==> src/seq_pkg.sv <==
// constants, register map and carrier types of the dual channel power sequencer
package seq_pkg;

  // ****************************************
  // clock and timing
  // ****************************************
  localparam int unsigned CLK_HZ = 100_000_000;
  localparam int unsigned MS_PER_S = 1000;
  localparam int unsigned US_PER_S = 1_000_000;
  localparam int unsigned NVM_CHECK_MS = 60;
  localparam int unsigned INIT_MS = 2;
  localparam int unsigned NVM_CHECK_CYC = CLK_HZ / MS_PER_S * NVM_CHECK_MS;
  localparam int unsigned INIT_CYC = CLK_HZ / MS_PER_S * INIT_MS;
  localparam int unsigned TICK_US = 1;
  localparam int unsigned TICK_CYC = CLK_HZ / US_PER_S * TICK_US;
  localparam int unsigned CNT_W = 24;
  localparam int unsigned PRE_W = 8;
  localparam int unsigned TIME_W = 16;
  // 5 ms in microseconds
  localparam logic [TIME_W-1:0] TIME_DEFAULT_US = 16'h1388;

  // ****************************************
  // strap decoding
  // ****************************************
  localparam logic [7:0] STRAP_RESIDUAL = 8'h5A;
  localparam logic [11:0] GAIN_STEP = 12'h0C8;
  localparam logic [11:0] GAIN_ODD_BASE = 12'h064;
  localparam logic [11:0] GAIN_LOW = 12'h12C;
  localparam logic [11:0] GAIN_OPEN = 12'h1F4;
  localparam logic [11:0] GAIN_HIGH = 12'h2BC;
  localparam logic [5:0] PAIR_COLS = 6'h05;
  localparam logic [5:0] STRAP_PAIR_LAST = 6'h1D;
  localparam logic [5:0] STRAP_EQ_FIRST = 6'h1E;
  localparam logic [5:0] STRAP_EQ_LAST = 6'h23;
  localparam logic [5:0] STRAP_LOW = 6'h24;
  localparam logic [5:0] STRAP_OPEN = 6'h25;
  localparam logic [5:0] STRAP_HIGH = 6'h26;

  // ****************************************
  // register map
  // ****************************************
  localparam int unsigned ADDR_W = 8;
  localparam logic [ADDR_W-1:0] REG_CTRL = 8'h00;
  localparam logic [ADDR_W-1:0] REG_TUNE_CMD = 8'h04;
  localparam logic [ADDR_W-1:0] REG_OPERATION = 8'h08;
  localparam logic [ADDR_W-1:0] REG_TUNE_STAT = 8'h0C;
  localparam logic [ADDR_W-1:0] REG_STATUS = 8'h10;
  localparam logic [3:0] TSET_FIRST = 4'h2;
  localparam logic [3:0] TSET_LAST = 4'h4;
  localparam int unsigned CTRL_SRC_BIT = 0;
  localparam int unsigned CTRL_INDIV_BIT = 1;
  localparam int unsigned OP_ON_LSB = 0;
  localparam int unsigned OP_SEL_LSB = 4;
  localparam int unsigned STAT_READY_BIT = 0;
  localparam int unsigned STAT_DRV_BIT = 1;
  localparam int unsigned STAT_ST0_LSB = 4;
  localparam int unsigned STAT_ST1_LSB = 8;
  localparam int unsigned F_TON_DELAY = 0;
  localparam int unsigned F_TON_RISE = 1;
  localparam int unsigned F_TOFF_DELAY = 2;
  localparam int unsigned F_TOFF_FALL = 3;

  // ****************************************
  // types
  // ****************************************
  typedef struct packed {
    logic [7:0] residual;
    logic [11:0] gain1;
    logic [11:0] gain0;
  } tuning_t;

  typedef struct packed {
    logic [TIME_W-1:0] ton_delay;
    logic [TIME_W-1:0] ton_rise;
    logic [TIME_W-1:0] toff_delay;
    logic [TIME_W-1:0] toff_fall;
  } timing_set_t;

  typedef struct packed {
    logic ramp_up;
    logic ramp_down;
    logic in_regulation;
  } ch_out_t;

  typedef enum {CH_OFF, CH_ON_WAIT, CH_RISE, CH_ON, CH_OFF_WAIT, CH_FALL} ch_state_t;

endpackage

==> src/power_sequencer.sv <==
// start-up and shutdown sequencer for two output channels, with apb registers
//
// Notes on behaviour
// RULE1 - loop tuning comes from the decoded strap code or from the tuning command register.
// RULE2 - when tuning comes from the strap, the residual is forced to 90.
// RULE3 - strap codes give per-channel gain pairs, equal odd gains, or 300/500/700 for low/open/high.
// RULE4 - turn-on wait starts at an enable rising edge or an operation on command, then ramp-up.
// RULE5 - ramp-up lasts the configured turn-on ramp time, then the channel is in regulation.
// RULE6 - turn-off wait starts at an enable falling edge or an operation off command.
// RULE7 - ramp-down lasts the configured turn-off ramp time, then the channel is off.
// RULE8 - the common timing set applies to both channels unless per-channel mode is selected.
// RULE9 - after power-up a 60 ms memory check runs and any stored timing values are loaded.
// RULE10 - commands and enables are ignored until the memory check and load are done.
// RULE11 - after enable at least 2 ms of initialisation pass before any ramp-up begins.
// RULE12 - the host keeps an external sync clock stable before raising an enable pin.
// RULE13 - driver supply output follows its strap pin: floating or high on, grounded off.
// RULE14 - the host holds the enable pins low until a needed configuration is loaded.
// RULE15 - otherwise the host straps lockout to 16 V and sends the undervoltage limit last.
// RULE16 - enable edges and operation commands are equal triggers of each channel's sequencer.
//
// The address map and the APB register port were left to the implementer.
`timescale 1ns/1ps
module power_sequencer
  import seq_pkg::*;
#(
  parameter int unsigned NVM_CHECK_CYCLES = NVM_CHECK_CYC,
  parameter int unsigned INIT_CYCLES = INIT_CYC
) (
  // clock and reset
  input wire logic sys_clk,
  input wire logic nrst,
  // apb slave
  input wire logic psel,
  input wire logic penable,
  input wire logic pwrite,
  input wire logic [ADDR_W-1:0] paddr,
  input wire logic [31:0] pwdata,
  output logic [31:0] prdata,
  output logic pready,
  output logic pslverr,
  // pins
  input wire logic channel0_enable_pin,
  input wire logic channel1_enable_pin,
  input wire logic driver_supply_enable_pin,
  input wire logic [5:0] loop_gain_strap_pin,
  // stored values from nonvolatile memory
  input wire logic nvm_valid,
  input wire timing_set_t nvm_timing,
  // outputs
  output logic driver_supply_output,
  output tuning_t loop_response_tuning,
  output ch_out_t chan_out [2],
  output logic ready
);

  // ****************************************
  // strap decoder
  // ****************************************
  function automatic tuning_t strap_decode(input logic [5:0] code);
    tuning_t t;
    logic [5:0] rel;
    t = '0;
    rel = 6'(code - STRAP_EQ_FIRST);
    t.residual = STRAP_RESIDUAL; // see RULE2
    if (code <= STRAP_PAIR_LAST) begin
      t.gain0 = 12'(GAIN_STEP * (12'(code / PAIR_COLS) + 12'h001)); // see RULE3
      t.gain1 = 12'(GAIN_STEP * (12'(code % PAIR_COLS) + 12'h001)); // see RULE3
    end else if (code <= STRAP_EQ_LAST) begin
      t.gain0 = 12'(GAIN_ODD_BASE + GAIN_STEP * 12'(rel)); // see RULE3
      t.gain1 = t.gain0;
    end else begin
      case (code)
        STRAP_LOW: t.gain0 = GAIN_LOW;
        STRAP_HIGH: t.gain0 = GAIN_HIGH;
        // unknown codes fall back to the floating-pin setting
        default: t.gain0 = GAIN_OPEN;
      endcase
      t.gain1 = t.gain0;
    end
    return t;
  endfunction

  // ****************************************
  // pin synchronisers
  // ****************************************
  logic [1:0] en_s1, en_s2, en_d;
  logic drv_s1, drv_s2;
  logic [5:0] strap_s1, strap_s2;
  logic [1:0] en_rise, en_fall;

  always_ff @(posedge sys_clk or negedge nrst) begin
    if (!nrst) begin
      en_s1 <= '0;
      en_s2 <= '0;
      en_d <= '0;
      drv_s1 <= 1'b0;
      drv_s2 <= 1'b0;
      strap_s1 <= '0;
      strap_s2 <= '0;
    end else begin
      en_s1 <= {channel1_enable_pin, channel0_enable_pin};
      en_s2 <= en_s1;
      en_d <= en_s2;
      drv_s1 <= driver_supply_enable_pin;
      drv_s2 <= drv_s1;
      strap_s1 <= loop_gain_strap_pin;
      strap_s2 <= strap_s1;
    end
  end

  assign en_rise = en_s2 & ~en_d;
  assign en_fall = ~en_s2 & en_d;

  // the pin has an internal pull-up, so floating reads high
  always_ff @(posedge sys_clk or negedge nrst) begin
    if (!nrst) begin
      driver_supply_output <= 1'b0;
    end else begin
      driver_supply_output <= drv_s2; // see RULE13
    end
  end

  // ****************************************
  // power-on memory check
  // ****************************************
  logic [CNT_W-1:0] boot_cnt;
  logic boot_last;
  logic [TIME_W-1:0] tcfg [3][4];

  assign boot_last = (boot_cnt == CNT_W'(NVM_CHECK_CYCLES - 1));

  always_ff @(posedge sys_clk or negedge nrst) begin
    if (!nrst) begin
      boot_cnt <= '0;
      ready <= 1'b0;
    end else if (!ready) begin
      boot_cnt <= boot_cnt + 1'b1; // see RULE9
      ready <= boot_last; // see RULE10
    end
  end

  // ****************************************
  // apb slave
  // ****************************************
  logic ctrl_src, ctrl_indiv;
  tuning_t tune_cmd;
  ch_state_t st [2];
  logic setup, access, hit, ro_reg, is_tset, wr_ok, op_wr;
  logic [1:0] tset;
  logic [31:0] next_rdata;

  assign setup = psel & ~penable;
  assign access = psel & penable;
  assign tset = 2'(paddr[7:4] - TSET_FIRST);
  assign is_tset = (paddr[7:4] >= TSET_FIRST) && (paddr[7:4] <= TSET_LAST);
  assign pready = 1'b1;

  always_comb begin
    hit = 1'b1;
    ro_reg = 1'b0;
    next_rdata = '0;
    if (paddr[1:0] != 2'h0) begin
      hit = 1'b0;
    end else if (is_tset) begin
      next_rdata = 32'(tcfg[tset][paddr[3:2]]);
    end else begin
      case (paddr)
        REG_CTRL: begin
          next_rdata[CTRL_SRC_BIT] = ctrl_src;
          next_rdata[CTRL_INDIV_BIT] = ctrl_indiv;
        end
        REG_TUNE_CMD: next_rdata = tune_cmd;
        REG_OPERATION: next_rdata = '0;
        REG_TUNE_STAT: begin
          next_rdata = loop_response_tuning;
          ro_reg = 1'b1;
        end
        REG_STATUS: begin
          next_rdata[STAT_READY_BIT] = ready;
          next_rdata[STAT_DRV_BIT] = driver_supply_output;
          next_rdata[STAT_ST0_LSB +: 3] = 3'(st[0]);
          next_rdata[STAT_ST1_LSB +: 3] = 3'(st[1]);
          ro_reg = 1'b1;
        end
        default: hit = 1'b0;
      endcase
    end
  end

  // writes before the memory check ends are refused with an error
  assign pslverr = access & (~hit | (pwrite & (ro_reg | ~ready))); // see RULE10
  assign wr_ok = access & pwrite & ~pslverr;
  assign op_wr = wr_ok & (paddr == REG_OPERATION);

  always_ff @(posedge sys_clk or negedge nrst) begin
    if (!nrst) begin
      prdata <= '0;
    end else if (setup && !pwrite) begin
      prdata <= next_rdata;
    end
  end

  always_ff @(posedge sys_clk or negedge nrst) begin
    if (!nrst) begin
      ctrl_src <= 1'b0;
      ctrl_indiv <= 1'b0;
      tune_cmd <= '0;
    end else if (wr_ok && paddr == REG_CTRL) begin
      ctrl_src <= pwdata[CTRL_SRC_BIT];
      ctrl_indiv <= pwdata[CTRL_INDIV_BIT];
    end else if (wr_ok && paddr == REG_TUNE_CMD) begin
      tune_cmd <= pwdata;
    end
  end

  always_ff @(posedge sys_clk or negedge nrst) begin
    if (!nrst) begin
      for (int s = 0; s < 3; s++) begin
        for (int f = 0; f < 4; f++) begin
          tcfg[s][f] <= TIME_DEFAULT_US;
        end
      end
    end else if (!ready && boot_last && nvm_valid) begin
      // stored values replace the common set only
      tcfg[0][F_TON_DELAY] <= nvm_timing.ton_delay; // see RULE9
      tcfg[0][F_TON_RISE] <= nvm_timing.ton_rise;
      tcfg[0][F_TOFF_DELAY] <= nvm_timing.toff_delay;
      tcfg[0][F_TOFF_FALL] <= nvm_timing.toff_fall;
    end else if (wr_ok && is_tset) begin
      tcfg[tset][paddr[3:2]] <= pwdata[TIME_W-1:0];
    end
  end

  // ****************************************
  // loop tuning
  // ****************************************
  always_ff @(posedge sys_clk or negedge nrst) begin
    if (!nrst) begin
      loop_response_tuning <= '0;
    end else begin
      loop_response_tuning <= ctrl_src ? tune_cmd : strap_decode(strap_s2); // see RULE1
    end
  end

  // ****************************************
  // channel sequencers
  // ****************************************
  logic [PRE_W-1:0] pre_cnt;
  logic tick;
  logic [1:0] on_req, off_req, init_ok, wait_done;
  logic [TIME_W-1:0] tcnt [2];
  logic [TIME_W-1:0] eff [2][4];
  logic [CNT_W-1:0] init_cnt [2];

  assign tick = (pre_cnt == PRE_W'(TICK_CYC - 1));

  always_ff @(posedge sys_clk or negedge nrst) begin
    if (!nrst) begin
      pre_cnt <= '0;
    end else begin
      pre_cnt <= tick ? '0 : pre_cnt + 1'b1;
    end
  end

  always_comb begin
    for (int c = 0; c < 2; c++) begin
      for (int f = 0; f < 4; f++) begin
        eff[c][f] = ctrl_indiv ? tcfg[c+1][f] : tcfg[0][f]; // see RULE8
      end
      on_req[c] = ready & (en_rise[c] | (op_wr & pwdata[OP_SEL_LSB+c] & pwdata[OP_ON_LSB+c]));
      off_req[c] = ready & (en_fall[c] | (op_wr & pwdata[OP_SEL_LSB+c] & ~pwdata[OP_ON_LSB+c]));
      init_ok[c] = init_cnt[c] >= CNT_W'(INIT_CYCLES);
      case (st[c])
        CH_ON_WAIT: wait_done[c] = tcnt[c] >= eff[c][F_TON_DELAY];
        CH_RISE: wait_done[c] = tcnt[c] >= eff[c][F_TON_RISE];
        CH_OFF_WAIT: wait_done[c] = tcnt[c] >= eff[c][F_TOFF_DELAY];
        CH_FALL: wait_done[c] = tcnt[c] >= eff[c][F_TOFF_FALL];
        default: wait_done[c] = 1'b0;
      endcase
    end
  end

  // an on command aborts a shutdown in progress and the reverse; both restart the wait
  always_ff @(posedge sys_clk or negedge nrst) begin
    if (!nrst) begin
      for (int c = 0; c < 2; c++) begin
        st[c] <= CH_OFF;
        tcnt[c] <= '0;
      end
    end else begin
      for (int c = 0; c < 2; c++) begin
        tcnt[c] <= (tick && !wait_done[c]) ? tcnt[c] + 1'b1 : tcnt[c];
        case (st[c])
          CH_OFF, CH_OFF_WAIT, CH_FALL: begin
            if (on_req[c]) begin
              st[c] <= CH_ON_WAIT; // see RULE4 see RULE16
              tcnt[c] <= '0;
            end else if (st[c] == CH_OFF_WAIT && wait_done[c]) begin
              st[c] <= CH_FALL; // see RULE6
              tcnt[c] <= '0;
            end else if (st[c] == CH_FALL && wait_done[c]) begin
              st[c] <= CH_OFF; // see RULE7
            end
          end
          CH_ON_WAIT, CH_RISE, CH_ON: begin
            if (off_req[c]) begin
              st[c] <= CH_OFF_WAIT; // see RULE6 see RULE16
              tcnt[c] <= '0;
            end else if (st[c] == CH_ON_WAIT && wait_done[c] && init_ok[c]) begin
              st[c] <= CH_RISE; // see RULE5 see RULE11
              tcnt[c] <= '0;
            end else if (st[c] == CH_RISE && wait_done[c]) begin
              st[c] <= CH_ON; // see RULE5
            end
          end
          default: st[c] <= CH_OFF;
        endcase
      end
    end
  end

  // initialisation time runs beside the turn-on wait, from the enabling trigger
  always_ff @(posedge sys_clk or negedge nrst) begin
    if (!nrst) begin
      for (int c = 0; c < 2; c++) begin
        init_cnt[c] <= '0;
      end
    end else begin
      for (int c = 0; c < 2; c++) begin
        if (on_req[c] && st[c] != CH_ON_WAIT && st[c] != CH_RISE && st[c] != CH_ON) begin
          init_cnt[c] <= '0; // see RULE11
        end else if (!init_ok[c]) begin
          init_cnt[c] <= init_cnt[c] + 1'b1;
        end
      end
    end
  end

  always_ff @(posedge sys_clk or negedge nrst) begin
    if (!nrst) begin
      for (int c = 0; c < 2; c++) begin
        chan_out[c] <= '0;
      end
    end else begin
      for (int c = 0; c < 2; c++) begin
        chan_out[c].ramp_up <= (st[c] == CH_RISE);
        chan_out[c].ramp_down <= (st[c] == CH_FALL);
        chan_out[c].in_regulation <= (st[c] == CH_ON) || (st[c] == CH_OFF_WAIT);
      end
    end
  end
endmodule // power_sequencer

==> config.mk <==
export PLATFORM = sky130hd
export DESIGN_NAME = power_sequencer
export DESIGN_NICKNAME = d
export VERILOG_FILES = /design/src/seq_pkg.sv /design/src/power_sequencer.sv
export SDC_FILE = /design/constraint.sdc
export NUM_CORES = 1
export LEC_CHECK = 0
export ABC_AREA = 1
export ABC_CLOCK_PERIOD_IN_PS = 10200
export BUFFER_PORTS_ARGS = -buffer_cell sky130_fd_sc_hd__buf_2
export CELL_PAD_IN_SITES_DETAIL_PLACEMENT = 2
export CELL_PAD_IN_SITES_GLOBAL_PLACEMENT = 2
export CORE_AREA = 2 2 290 235
export DETAILED_ROUTE_END_ITERATION = 6
export DIE_AREA = 0 0 292 237
export PLACE_DENSITY_LB_ADDON = 0.1
export SETUP_SLACK_MARGIN = 0.15
export SYNTH_ARGS = -nofsm -noshare
export SYNTH_HDL_FRONTEND = slang
export SYNTH_SLANG_ARGS = --single-unit
==> constraint.sdc <==
create_clock -name sys_clk -period 10.2 [get_ports sys_clk]
set_input_delay 0.51 -clock sys_clk [delete_from_list [all_inputs] [get_ports sys_clk]]
set_output_delay 0.51 -clock sys_clk [all_outputs]
set_load 0.02 [all_outputs]
==> qor.csv <==
stage,metric,value,unit
outcome,outcome,"complete, no violations",
cts,clock tree buffer depth,3,
sta,Hold WS,0.0226,ns
placed_design,Placed Cells,4278,
pwr,total power,5.14,mW
die,Initial Util,39.6,%
die,io pins,193,
critical_path,crit-path max FO,16,
cts,TritonCTS Sinks,436,
global_route,initial antenna violation count,5,
detailed_routing,WL per Instance,26.4,µm
global_route,vias in the first global route,27981,
final_layout,"commonest non-fill, non-tap cell in the layout",nand2_1,
synthesis,Synth area leader,dfrtp_1,
global_route,first-pass GRT wire length,176000,µm
detailed_routing,detailed-route wire length,116000,µm
cts,clock latency on the worst-skew pair,0.62,ns
sta,setup TNS,0,ns
detailed_routing,Iteration-0 DRC Markers,1803,
die,# rows,85,
final_layout,Syn-to-layout area delta,14.0,%
sta,measured slew at the worst slew-check pin,1.25,ns
critical_path,Worst Path Required,10.72,ns
synthesis,Synth Net Count,3620,
die,die height,237,µm
critical_path,max incr delay on CP,0.58,ns
final_layout,"commonest non-fill, non-tap cells in the layout","746 x nand2_1, 419 x inv_1, 375 x dfrtp_1",
placed_design,PortBufs,191,
sta,Fin Clk Skew,0.0267,ns
pwr,sequential share of power,36.4,%
critical_path,"reg-to-reg slack, setup",2.67,ns
final_layout,share of layout cells above drive strength 1,13.3,%
sta,Max Clk Rate,133,MHz
synthesis,Synth top area share,35.7,%
synthesis,top_reg_cell synth,dfrtp_1,
cts,cts bufs inserted,49,
synthesis,"Avg Cell Area, Syn",7.97,µm²
cts,total setup buffers inserted after CTS,0,
placed_design,dpl hpwl,84800,µm
global_route,grt ovf,0,
detailed_routing,DR vias,25424,
cts,root buffer cell,clkbuf_16,
detailed_routing,vias per cell,5.81,
synthesis,Mapped Cells,3304,
final_layout,multi-input logic area,13300,µm²
critical_path,Worst path slowest cell,dfrtp_1,
die,area of the die,69200,µm²
final_layout,FF/Latch Area,11000,µm²
sta,Slew Limit Fails,0,
synthesis,synth warn,0,
run,Max Cap Viol,0,
pwr,combinational share of power,25.8,%
pwr,Net Sw Power,1.74,mW
critical_path,crit end category,flop,
cts,Post-CTS Hold Buffers,7,
critical_path,Worst Setup Path Type,reg -> reg,
sta,unrepaired setup endpoints after global routing,false,
placed_design,area of placed instances,28200,µm²
critical_path,"most used cell, CP",inv_1,
sta,final setup fails,0,
pwr,Switching Fraction,33.9,%
sta,Worst slew margin,16.6,%
sta,crit path time final,7.53,ns
critical_path,Worst setup SP type,flop,
critical_path,CP arrival,8.06,ns
pwr,Leak,15.0,nW
synthesis,Synth area leaders,"dfrtp_1 36%, nand2_1 11%, ha_1 9.1%, dfstp_2 6.0%, inv_1 6.0%",
global_route,gr usage total,33.4,%
synthesis,post-synth cell types,68,
detailed_routing,DRT antenna net count,0,
die,core area,66500,µm²
cts,CTS HTree Levels,2,
min_path,hold crit path type,in -> reg,
pwr,Power Dens Cells,171,nW/µm²
pwr,Internal,3.40,mW
synthesis,post-synthesis async set-or-reset flop share,100,%
synthesis,"Seq/Total Area, Yosys",41.7,%
cts,post-CTS sizing,0,
final_layout,Final Non-Filler Cells,4375,
cts,CTS tree,done,
pwr,VDD IR max,0.126,mV
cts,"Clk pin slew, worst setup/hold paths",0.07,ns
pwr,clock power share,37.8,%
detailed_routing,drt pass-1 iters,6,
global_route,largest net degree at the start of global routing,141,
die,DIE WIDTH,292,µm
synthesis,Post-synth EDFFs,0,
synthesis,#FFs+latches synth,436,
synthesis,post-synth design cell area,26300,µm²
sta,part of the cycle the worst path needs,73.8,%
placed_design,Final Wtd Congestion,0.915,
final_layout,Final nets,3782,
final_layout,cell area after layout,30000,µm²
detailed_routing,DR DRC count,0,
final_layout,fill count,7446,
sta,Hold Fails Final Rpt,0,
==> power by group through the flow <==
stage | sequential, mW | combinational, mW | clock, mW
floorplan | 1.90 | 0.839 | 0
global placement | 1.89 | 1.24 | 0
detailed placement | 1.90 | 1.31 | 0
CTS | 1.87 | 1.33 | 1.97
global route | 1.87 | 1.48 | 2.04
finish | 1.87 | 1.33 | 1.94
==> cell usage after synthesis, types with 15 or more instances <==
| library cell | instances |
|---|---|
| clkbuf_1 | 111 |
| dfrtp_1 | 376 |
| a22oi_1 | 19 |
| o211ai_1 | 86 |
| a21oi_1 | 228 |
| nand2_1 | 750 |
| dfstp_2 | 60 |
| ha_1 | 192 |
| xor2_1 | 46 |
| nand4_1 | 26 |
| nor4_1 | 20 |
| nand3_1 | 111 |
| nor2_1 | 243 |
| inv_1 | 419 |
| o21ai_0 | 283 |
| nor3_1 | 53 |
| nand2_2 | 15 |
| a221oi_1 | 46 |
==> final timing paths <==
kind / from / endpoint / depth (start not counted)
worst min register to register: strap_s1[5]$_DFF_PN0_ / strap_s2[5]$_DFF_PN0_ / 0
worst min-delay path: loop_gain_strap_pin[4] / strap_s1[4]$_DFF_PN0_ / 1
min in group asynchronous: nrst / boot_cnt[16]$_DFFE_PN0N_ / 2
max in group asynchronous: nrst / tcfg[154]$_DFFE_PN0P_ / 4
worst max register to register: strap_s2[1]$_DFF_PN0_ / loop_response_tuning[23]$_DFF_PN0_ / 45
worst max-delay path: strap_s2[1]$_DFF_PN0_ / loop_response_tuning[23]$_DFF_PN0_ / 45
==> sequential cells by signal, summed over array words and instances, names as in the netlist, 8 cells and up <==
| name | flops |
|---|---|
| tcnt | 32 |
| init_cnt | 48 |
| boot_cnt | 24 |
| tcfg | 192 |
| tune_cmd | 32 |
| loop_response_tuning | 32 |
| prdata | 32 |
| pre_cnt | 8 |
==> kinds of logic after synthesis <==
logic type	Yosys count	synth area share, %
AO/OA/AOI/OAI	772	17.6
XOR/XNOR	59	1.96
adder cells (fa/ha/maj)	197	9.50
buffers and inverters	554	8.01
flip-flops	436	41.7
multiplexers	6	0.257
other	1	0.0142
AND/OR/NAND/NOR	1279	21.0
==> critical path: cells and delay by family (launching register included) <==
family | cells | cell delay, ns
compound gates | 2 | 0.30
xor+xnor | 1 | 0.17
fa+ha+maj | 8 | 2.36
buf+inv | 11 | 1.03
flops | 1 | 0.58
simple gates | 23 | 2.98
==> metal layers <==
metal / GRT usage [%] / up-vias / wire length, µm
li1: - / 11342 / -
met1: 45.5 / 13129 / 51200
met2: 52.6 / 759 / 51700
met3: 7.76 / 192 / 9020
met4: 10.7 / 2 / 3770
met5: 0 / - / 11
==> cell type report <==
class | count | share of cell area (%)
clock inverters | 18 | 0.908
multi-input cells | 2314 | 44.2
repair buffers | 232 | 4.34
inverters | 433 | 5.42
well taps | 870 | 3.63
flip-flops and latches | 436 | 36.6
clock buffers | 70 | 4.85
diodes | 2 | 0.0167
==> metrics by stage <==
step / util (%) / setup slack, ns
2_1_floorplan: - / 4.01
3_3_place_gp: 42.5 / 3.13
3_5_place_dp: 42.5 / 2.63
4_1_cts: 45.2 / 2.59
5_1_grt: 45.2 / 1.85
6_report: 45.2 / 2.67
Note: power is estimated with default switching activity, not from simulation.
